File: config.mk
export PLATFORM = sky130hd
export DESIGN_NAME = psq_core
export DESIGN_NICKNAME = d
export VERILOG_FILES = /design/src/psq_pkg.sv /design/src/psq_cond_array.sv /design/src/psq_core.sv
export SDC_FILE = /design/constraint.sdc
export NUM_CORES = 2
export LEC_CHECK = 0
export BUFFER_PORTS_ARGS = -buffer_cell sky130_fd_sc_hd__buf_2
export CELL_PAD_IN_SITES_DETAIL_PLACEMENT = 1
export CELL_PAD_IN_SITES_GLOBAL_PLACEMENT = 1
export CORE_UTILIZATION = 30
export DETAILED_ROUTE_END_ITERATION = 8
export PLACE_DENSITY_LB_ADDON = 0.1
export SLEW_MARGIN = 20
export SYNTH_ARGS = -nofsm -noshare
export SYNTH_HDL_FRONTEND = slang
export SYNTH_SLANG_ARGS = --single-unit
File: constraint.sdc
create_clock -name clock_in -period 13 [get_ports clock_in]
set_input_delay 3.9 -clock clock_in [delete_from_list [all_inputs] [get_ports clock_in]]
set_output_delay 3.9 -clock clock_in [all_outputs]
set_load 0.05 [all_outputs]
File: src/psq_pkg.sv
// Shared constants for the programmable sequencer core
package psq_pkg;
  // ****************************************************************
  // Array and memory geometry
  // ****************************************************************
  localparam int PSQ_COND_INPUTS = 8;
  localparam int PSQ_SELECT_BITS = 6;
  localparam int PSQ_ARRAY_INPUTS = 14;
  localparam int PSQ_TERMS_PER_SUM = 8;
  localparam int PSQ_TERM_COUNT = 16;
  localparam int PSQ_FUSE_WIDTH = 28;
  localparam int PSQ_WORD_COUNT = 128;
  localparam int PSQ_WORD_WIDTH = 21;
  localparam int PSQ_ADDR_WIDTH = 7;
  localparam int PSQ_LOW_ADDR_WIDTH = 5;
  localparam int PSQ_USER_WIDTH = 8;

  // ****************************************************************
  // Memory word field positions
  // ****************************************************************
  localparam int PSQ_USER_LSB = 0;
  localparam int PSQ_LOW_ADDR_LSB = 8;
  localparam int PSQ_SELECT_LSB = 13;
  localparam int PSQ_FORCE_LOW_BIT = 19;
  localparam int PSQ_FORCE_HIGH_BIT = 20;

  // ****************************************************************
  // Reset values
  // ****************************************************************
  localparam logic [20:0] PSQ_OUT_RESET = 21'h1f_ffff;
  localparam logic [20:0] PSQ_SHADOW_RESET = 21'h00_0000;
  localparam logic [27:0] PSQ_FUSE_RESET = 28'hfff_ffff;

  // ****************************************************************
  // Programming port map
  // ****************************************************************
  localparam int PSQ_BUS_ADDR_WIDTH = 8;
  localparam int PSQ_BUS_DATA_WIDTH = 32;
  localparam logic [7:0] PSQ_MEM_BASE = 8'h00;
  localparam logic [7:0] PSQ_TERM_BASE = 8'h80;
  localparam logic [7:0] PSQ_TERM_LAST = 8'h8f;
  localparam logic [7:0] PSQ_OUT_STATUS = 8'h90;
  localparam logic [7:0] PSQ_SHADOW_STATUS = 8'h91;
  localparam logic [7:0] PSQ_ADDR_STATUS = 8'h92;
  localparam logic [31:0] PSQ_READ_ZERO = 32'h0000_0000;
endpackage : psq_pkg

File: src/psq_cond_array.sv
// Condition AND-OR array with two active-high sums
`timescale 1ns/1ps
module psq_cond_array
  import psq_pkg::*;
#(
  parameter int TERMS_PER_SUM = PSQ_TERMS_PER_SUM
) (
  // Array inputs and fuse map
  input wire logic [PSQ_ARRAY_INPUTS-1:0] array_in,
  input wire logic [2*TERMS_PER_SUM*PSQ_FUSE_WIDTH-1:0] fuse_in,
  // Sums
  output logic array_sum_low_out,
  output logic array_sum_high_out
);
  // ****************************************************************
  // Literals and product terms
  // ****************************************************************
  logic [PSQ_FUSE_WIDTH-1:0] literal;
  logic [2*TERMS_PER_SUM-1:0] term;

  genvar gi;
  generate
    if (TERMS_PER_SUM != PSQ_TERMS_PER_SUM) begin : g_bad
      $error("psq_cond_array supports exactly eight terms per sum");
    end
    // Even fuse selects the true literal, odd fuse the complement
    for (gi = 0; gi < PSQ_ARRAY_INPUTS; gi++) begin : g_lit
      assign literal[2*gi] = array_in[gi];
      assign literal[2*gi+1] = ~array_in[gi];
    end
    // Intact fuse keeps the literal in the AND; all intact gives zero
    for (gi = 0; gi < 2*TERMS_PER_SUM; gi++) begin : g_term
      assign term[gi] =
        &(literal | ~fuse_in[gi*PSQ_FUSE_WIDTH +: PSQ_FUSE_WIDTH]);
    end
  endgenerate

  // ****************************************************************
  // Sums: terms 0-7 to the low sum, 8-15 to the high sum
  // ****************************************************************
  assign array_sum_low_out = |term[TERMS_PER_SUM-1:0];
  assign array_sum_high_out = |term[2*TERMS_PER_SUM-1:TERMS_PER_SUM];
endmodule : psq_cond_array

File: src/psq_core.sv
// Programmable sequencer core: array, state memory, output and shadow registers
//
// Contract
// - Fourteen dual-rail inputs, two eight-term sums
// - Eight external conditions, six select bits fed back
// - State memory of 128 words, 21 bits
// - Word: eight outputs, thirteen feedback bits
// - Force bits set quadrant bits when not branching
// - Non-branching select bits enable no term
// - Branch reaches four quadrants, same low address
// - Word passes through synchronous output register
// - Shadow shifts on own clock, undisturbing; here the synchronised shadow clock edge enables a shift on clock_in
// - Shadow loads output register; output captured back
// - Shadow input mux: parallel or shift
// - Registered outputs update on rising clock
// - Init sets all ones, next state 127
// - Each sum xored with matching force bit
`timescale 1ns/1ps
module psq_core
  import psq_pkg::*;
#(
  parameter int COND_WIDTH = PSQ_COND_INPUTS,
  parameter int USER_WIDTH = PSQ_USER_WIDTH
) (
  // Clock and reset
  input wire logic clock_in,
  input wire logic rst_b_in,
  // External condition pins
  input wire logic [COND_WIDTH-1:0] condition_in,
  // Shadow register pins
  input wire logic shadow_clock_in,
  input wire logic shadow_data_in,
  input wire logic shadow_capture_in,
  input wire logic shadow_load_in,
  output logic shadow_data_out,
  // Programming port
  input wire logic [PSQ_BUS_ADDR_WIDTH-1:0] prog_addr_in,
  input wire logic [PSQ_BUS_DATA_WIDTH-1:0] prog_wdata_in,
  input wire logic prog_write_in,
  input wire logic prog_read_in,
  output logic [PSQ_BUS_DATA_WIDTH-1:0] prog_rdata_out,
  // Sequencer outputs
  output logic [USER_WIDTH-1:0] user_out,
  output logic [PSQ_ADDR_WIDTH-1:0] state_addr_out
);
  // ****************************************************************
  // Parameter checks
  // ****************************************************************
  generate
    if (COND_WIDTH != PSQ_COND_INPUTS) begin : g_bad_cond
      $error("psq_core needs exactly eight condition inputs");
    end
    if (USER_WIDTH != PSQ_USER_WIDTH) begin : g_bad_user
      $error("psq_core needs exactly eight user outputs");
    end
  endgenerate

  // ****************************************************************
  // Pin synchronisers
  // ****************************************************************
  // Conditions and shadow pins come from outside this clock domain
  logic [COND_WIDTH-1:0] cond_meta;
  logic [COND_WIDTH-1:0] cond_sync;
  logic [3:0] pin_meta;
  logic [3:0] pin_sync;
  logic shadow_clock_last;
  logic shadow_load_last;

  always_ff @(posedge clock_in) begin
    if (!rst_b_in) begin
      cond_meta <= '0;
      cond_sync <= '0;
    end else begin
      cond_meta <= condition_in;
      cond_sync <= cond_meta;
    end
  end

  always_ff @(posedge clock_in) begin
    if (!rst_b_in) begin
      pin_meta <= 4'h0;
      pin_sync <= 4'h0;
    end else begin
      pin_meta <= {shadow_load_in, shadow_capture_in, shadow_data_in, shadow_clock_in};
      pin_sync <= pin_meta;
    end
  end

  // Edge history is taken from the second stage only
  always_ff @(posedge clock_in) begin
    if (!rst_b_in) begin
      shadow_clock_last <= 1'b0;
      shadow_load_last <= 1'b0;
    end else begin
      shadow_clock_last <= pin_sync[0];
      shadow_load_last <= pin_sync[3];
    end
  end

  logic shadow_step;
  logic shadow_load;
  // Shadow clock is a pin, so its rising edge becomes a one-cycle enable
  assign shadow_step = pin_sync[0] & ~shadow_clock_last;
  assign shadow_load = pin_sync[3] & ~shadow_load_last;

  // ****************************************************************
  // State memory and fuse map
  // ****************************************************************
  logic [PSQ_WORD_WIDTH-1:0] state_mem [PSQ_WORD_COUNT];
  logic [2*PSQ_TERMS_PER_SUM*PSQ_FUSE_WIDTH-1:0] fuse_map;
  logic mem_hit;
  logic term_hit;
  logic [3:0] term_index;

  assign mem_hit = prog_addr_in < PSQ_TERM_BASE;
  assign term_hit = (prog_addr_in >= PSQ_TERM_BASE) && (prog_addr_in <= PSQ_TERM_LAST);
  assign term_index = prog_addr_in[3:0];

  // Memory is fuse content: no reset, software fills it before use
  always_ff @(posedge clock_in) begin
    if (prog_write_in && mem_hit) begin
      state_mem[prog_addr_in[PSQ_ADDR_WIDTH-1:0]] <= prog_wdata_in[PSQ_WORD_WIDTH-1:0];
    end
  end

  // All fuses intact after reset, so every product term reads zero
  always_ff @(posedge clock_in) begin
    if (!rst_b_in) begin
      fuse_map <= {2*PSQ_TERMS_PER_SUM{PSQ_FUSE_RESET}};
    end else if (prog_write_in && term_hit) begin
      fuse_map[term_index*PSQ_FUSE_WIDTH +: PSQ_FUSE_WIDTH] <=
        prog_wdata_in[PSQ_FUSE_WIDTH-1:0];
    end
  end

  // ****************************************************************
  // Output register fields
  // ****************************************************************
  logic [PSQ_WORD_WIDTH-1:0] out_reg;
  logic [PSQ_WORD_WIDTH-1:0] shadow_reg;
  logic [PSQ_LOW_ADDR_WIDTH-1:0] low_addr;
  logic [PSQ_SELECT_BITS-1:0] select_bits;
  logic xor_force_low;
  logic xor_force_high;

  // Word split: outputs, low address, select bits, two force bits
  assign low_addr = out_reg[PSQ_LOW_ADDR_LSB +: PSQ_LOW_ADDR_WIDTH];
  assign select_bits = out_reg[PSQ_SELECT_LSB +: PSQ_SELECT_BITS];
  assign xor_force_low = out_reg[PSQ_FORCE_LOW_BIT];
  assign xor_force_high = out_reg[PSQ_FORCE_HIGH_BIT];

  // ****************************************************************
  // Condition array and next address
  // ****************************************************************
  logic [PSQ_ARRAY_INPUTS-1:0] array_inputs;
  logic array_sum_low;
  logic array_sum_high;
  logic quadrant_bit_low;
  logic quadrant_bit_high;
  logic [PSQ_ADDR_WIDTH-1:0] next_addr;

  // Synced pins plus registered select feedback form the fourteen inputs
  assign array_inputs = {select_bits, cond_sync};

  // Select patterns that enable no term give zero sums
  psq_cond_array #(
    .TERMS_PER_SUM(PSQ_TERMS_PER_SUM)
  ) u_cond_array (
    .array_in(array_inputs),
    .fuse_in(fuse_map),
    .array_sum_low_out(array_sum_low),
    .array_sum_high_out(array_sum_high)
  );

  // Zero sums pass the force bits through; set sums toggle the quadrant
  assign quadrant_bit_high = array_sum_high ^ xor_force_high;
  assign quadrant_bit_low = array_sum_low ^ xor_force_low;
  assign next_addr = {quadrant_bit_high, quadrant_bit_low, low_addr};

  // ****************************************************************
  // Output register
  // ****************************************************************
  // A shadow load overrides the normal state step for that cycle
  always_ff @(posedge clock_in) begin
    if (!rst_b_in) begin
      out_reg <= PSQ_OUT_RESET;
    end else if (shadow_load) begin
      out_reg <= shadow_reg;
    end else begin
      out_reg <= state_mem[next_addr];
    end
  end

  // Current address kept for readback and for the state pins
  always_ff @(posedge clock_in) begin
    if (!rst_b_in) begin
      state_addr_out <= '1;
    end else if (shadow_load) begin
      state_addr_out <= '1;
    end else begin
      state_addr_out <= next_addr;
    end
  end

  assign user_out = out_reg[PSQ_USER_LSB +: PSQ_USER_WIDTH];

  // ****************************************************************
  // Shadow register
  // ****************************************************************
  // Only touches the output register on an explicit load pulse
  always_ff @(posedge clock_in) begin
    if (!rst_b_in) begin
      shadow_reg <= PSQ_SHADOW_RESET;
    end else if (shadow_step) begin
      if (pin_sync[2]) begin
        shadow_reg <= out_reg;
      end else begin
        shadow_reg <= {pin_sync[1], shadow_reg[PSQ_WORD_WIDTH-1:1]};
      end
    end
  end

  assign shadow_data_out = shadow_reg[0];

  // ****************************************************************
  // Programming port readback
  // ****************************************************************
  logic [PSQ_BUS_DATA_WIDTH-1:0] next_rdata;

  always_comb begin
    next_rdata = PSQ_READ_ZERO;
    if (mem_hit) begin
      next_rdata = {11'h000, state_mem[prog_addr_in[PSQ_ADDR_WIDTH-1:0]]};
    end else if (term_hit) begin
      next_rdata = {4'h0, fuse_map[term_index*PSQ_FUSE_WIDTH +: PSQ_FUSE_WIDTH]};
    end else if (prog_addr_in == PSQ_OUT_STATUS) begin
      next_rdata = {11'h000, out_reg};
    end else if (prog_addr_in == PSQ_SHADOW_STATUS) begin
      next_rdata = {11'h000, shadow_reg};
    end else if (prog_addr_in == PSQ_ADDR_STATUS) begin
      next_rdata = {25'h000_0000, state_addr_out};
    end
  end

  // Data stands only in the cycle after the read strobe
  always_ff @(posedge clock_in) begin
    if (!rst_b_in) begin
      prog_rdata_out <= PSQ_READ_ZERO;
    end else if (prog_read_in) begin
      prog_rdata_out <= next_rdata;
    end else begin
      prog_rdata_out <= PSQ_READ_ZERO;
    end
  end
endmodule : psq_core

==> run summary <==
first-pass GRT wire length: 915000 microns
die width: 720 microns
DR WL/cell: 43.0 microns
vias in the first global route: 98400
area of the mapped netlist: 154000 sq um
clock latency on the worst-skew pair: 1010 ps
CTS tree: yes
Seq/Total Area, Yosys: 0.594
Area Overhead vs Synth: 15.1%
R2R setup slack: 6710 ps
CP startpoint: prog_addr_in[1]
switching pwr: 9.66 mW
gr usage total: 0.260
Max Slew Vio Count: 0
final setup TNS: 0 ps
Post-Route Utilization: 0.346
Synth Instances: 8714
Starting Density: 0.301
Layout Nets: 8956
post-synth cell types: 94
reg2reg start: cond_sync[0]$_SDFF_PN0_
final setup fails: 0
crit path kind: primary input to register
CTS sink cnt: 3239
fin worst setup slack: 3930 ps
Die Ht: 720 microns
worst path bufs/invs: 2
fmax: 110 MHz
slowest CP cell: nor3_2
H-tree lvl count: 5
Hold Path Stages: 1
Yosys reg bits: 3239
hpwl dp: 456000 microns
Final Skew: 115 ps
CP Data Arrival Time: 9840 ps
Ys Warns: 0
Final period util: 0.698
Pwr Total: 30.1 mW
HP Class: register to register
final worst path period need: 9070 ps
Comb pwr share: 0.259
unrepaired setup endpoints after global routing: no
post-CTS sizing: 0
CTS Buffer Depth: 4
Least-Margin Pin Slew: 1380 ps
sequential power share: 0.381
CP delay by family, top: simple AND/OR/NAND/NOR gates
worst slack, placed: 3040 ps
VDD IR max: 0.170 mV
crit path to: fuse_map[192]$_SDFFE_PN1P_
Clk pwr share: 0.360
Buffers on Ports: 95
DR iter-0 viols: 10800
drt first pass iters: 5
CP Max Fanout: 40
Pint: 20.5 mW
Worst R2R Path Depth: 8
CTS Hold Bufs: 0
DR vias/cell: 5.94
CP dominant cell by count: nand2_1
# IOs: 104
Max-slew headroom: 0.0790
crit-path cells: buf_8, inv_1, fa_1, xnor2_2, xor2_4, nand2_1, nor3_2, nand2_1, nand2_1, o211ai_1
GPL Wtd Cong: 0.910
status: complete, no violations
initial antenna violation count: 82
Final Hold Fails: 0
fill count: 50700
Post-DRT Antenna Nets: 0
Pwr per Cell Area: 170 nW/um^2
fraction of layout cells with a size suffix above 1: 0.334
CP max stage delay: 1160 ps
Synth Area per Inst: 17.7 sq um
DRC viols: 0
total CTS buffers: 387
Post-CTS Setup Bufs: 0
leading register cell type out of synthesis: edfxtp_1
nature of the critical path endpoint: register
core area: 513000 sq um
Worst R2R End: out_reg[5]$_SDFF_PN1_
startpoint type of the worst setup path: primary input
CTS clock-pin slew for the worst setup and hold paths: 60 ps
clock tree root buffer cell: clkbuf_16
Critical Path RT: 13770 ps
vias: 95000
max reg flops: 2688
Die ar.: 518000 sq um
max-cap viol count: 0
EDFF count, synth: 2688
Cell Rows: 263
switching share of power: 0.321
leakage: 57.8 nW
largest net degree at the start of global routing: 126
Worst path depth: 10
drt total wl: 688000 microns
Async S/R FF share, synth: 0
GRT overflow: 0
-- final cells by class --
class | instances | area, sq um | area share
inverter | 18 | 76.3 | 0.000429
multi-input combinational | 4732 | 60600 | 0.341
clock buffer | 529 | 10600 | 0.0596
sequential | 3239 | 91800 | 0.516
clock inverter | 176 | 1800 | 0.0101
timing repair buffer | 503 | 4320 | 0.0243
antenna | 43 | 108 | 0.000605
tap | 6757 | 8450 | 0.0476
-- logic make-up (layout without fill, tap and decap cells) --
family,Yosys count,after routing,synth area share
adders and majority gates,19,19,0.00173
other,1,47,0.0000243
xor gates and xnor gates,11,11,0.000956
muxes,2336,2336,0.291
AOI/OAI and AO/OA,948,948,0.0451
DFF,3239,3239,0.594
buffers and inverters,746,1226,0.0236
and+or+nand+nor,1414,1414,0.0435
-- worst register-to-register path, cell delays in order (launching register included) --
cell and delay, ps:
dfxtp_2 830, mux2i_1 940, nand4_1 170, nor4_1 910
nor4_1 390, and3b_1 400, or4_1 760, o32ai_1 1260
nor4_2 370
-- how the worst min path moves through the flow --
| stage | startpoint | endpoint | slack, ps |
|---|---|---|---|
| 2_1_floorplan | cond_meta[0]$_SDFF_PN0_ | cond_sync[0]$_SDFF_PN0_ | 410 |
| 3_3_place_gp | cond_meta[7]$_SDFF_PN0_ | cond_sync[7]$_SDFF_PN0_ | 420 |
| 3_5_place_dp | cond_meta[7]$_SDFF_PN0_ | cond_sync[7]$_SDFF_PN0_ | 420 |
| 4_1_cts | cond_meta[7]$_SDFF_PN0_ | cond_sync[7]$_SDFF_PN0_ | 440 |
| 5_1_grt | cond_meta[7]$_SDFF_PN0_ | cond_sync[7]$_SDFF_PN0_ | 450 |
| 6_report | cond_meta[7]$_SDFF_PN0_ | cond_sync[7]$_SDFF_PN0_ | 440 |
-- layout by cell type (no fill, tap or decap), types with 115 or more instances in the layout --
cell type / netlist / layout
buf_4: 93 / 380
a21oi_1: 167 / 163
nand2_1: 589 / 588
mux2i_1: 597 / 596
mux4_2: 1724 / 1724
nor2_1: 252 / 115
nor2_4: 0 / 130
o211ai_1: 163 / 163
dfxtp_1: 551 / 544
clkbuf_16: 0 / 394
nand3_1: 126 / 118
edfxtp_1: 2688 / 2688
-- per-stage QoR --
stage                     instances  area (sq um)  hold WS, ps
after global placement        15200        165000          416
final                         16000        178000          437
after global routing          16000        178000          452
after CTS                     15900        178000          440
after floorplan                8717        154000          412
after detailed placement      15200        165000          424
-- per-layer routing --
metal / global-route usage / up-vias / routed length (microns)
met1: 0.339 / 53200 / 281000
met4: 0.121 / 34 / 37900
met5: 0 / - / 227
met3: 0.0380 / 953 / 39100
met2: 0.428 / 3589 / 330000
li1: - / 37300 / -
-- power groups by stage --
| stage | clock network (mW) | logic, mW | registers [mW] |
|---|---|---|---|
| after global placement | 0 | 7.81 | 11.7 |
| after CTS | 11.1 | 7.84 | 11.5 |
| after detailed placement | 0 | 7.82 | 11.7 |
| final | 10.9 | 7.80 | 11.5 |
| after global routing | 11.4 | 8.02 | 11.5 |
| after floorplan | 0 | 4.49 | 11.6 |
-- synthesized netlist by cell type, drive strengths merged (6+ instances only) --
cell type  number  area, sq um
edfxtp       2688        80700
mux4         1724        38800
mux2i         597         5980
nand2         590         2220
dfxtp         551        11000
buf           391         2310
clkbuf        337         1260
nor2          255          965
a21oi         169          853
o211ai        163         1220
nand3         127          641
and3           80          500
o21ai          79          399
a211oi         68          510
nand4          66          413
o22ai          63          407
nor2b          57          357
o311ai         57          499
and2           48          300
nor3           47          295
nor4           45          324
a21boi         42          315
o221ai         41          359
nand2b         37          231
a22oi          33          248
a221oi         32          298
a31oi          31          224
nor3b          31          233
o211a          24          240
o221a          24          270
o32ai          23          201
ha             15          188
inv            15         56.3
mux2           15          169
a222oi         14          140
a21o           12         90.1
and3b           9         78.8
o31ai           9         67.6
or3             9         61.3
a2bb2o          8         80.1
a41oi           8         70.1
a221o           6         60.1
o21bai          6         45.0
No activity file was read; power rests on OpenSTA's default activity.
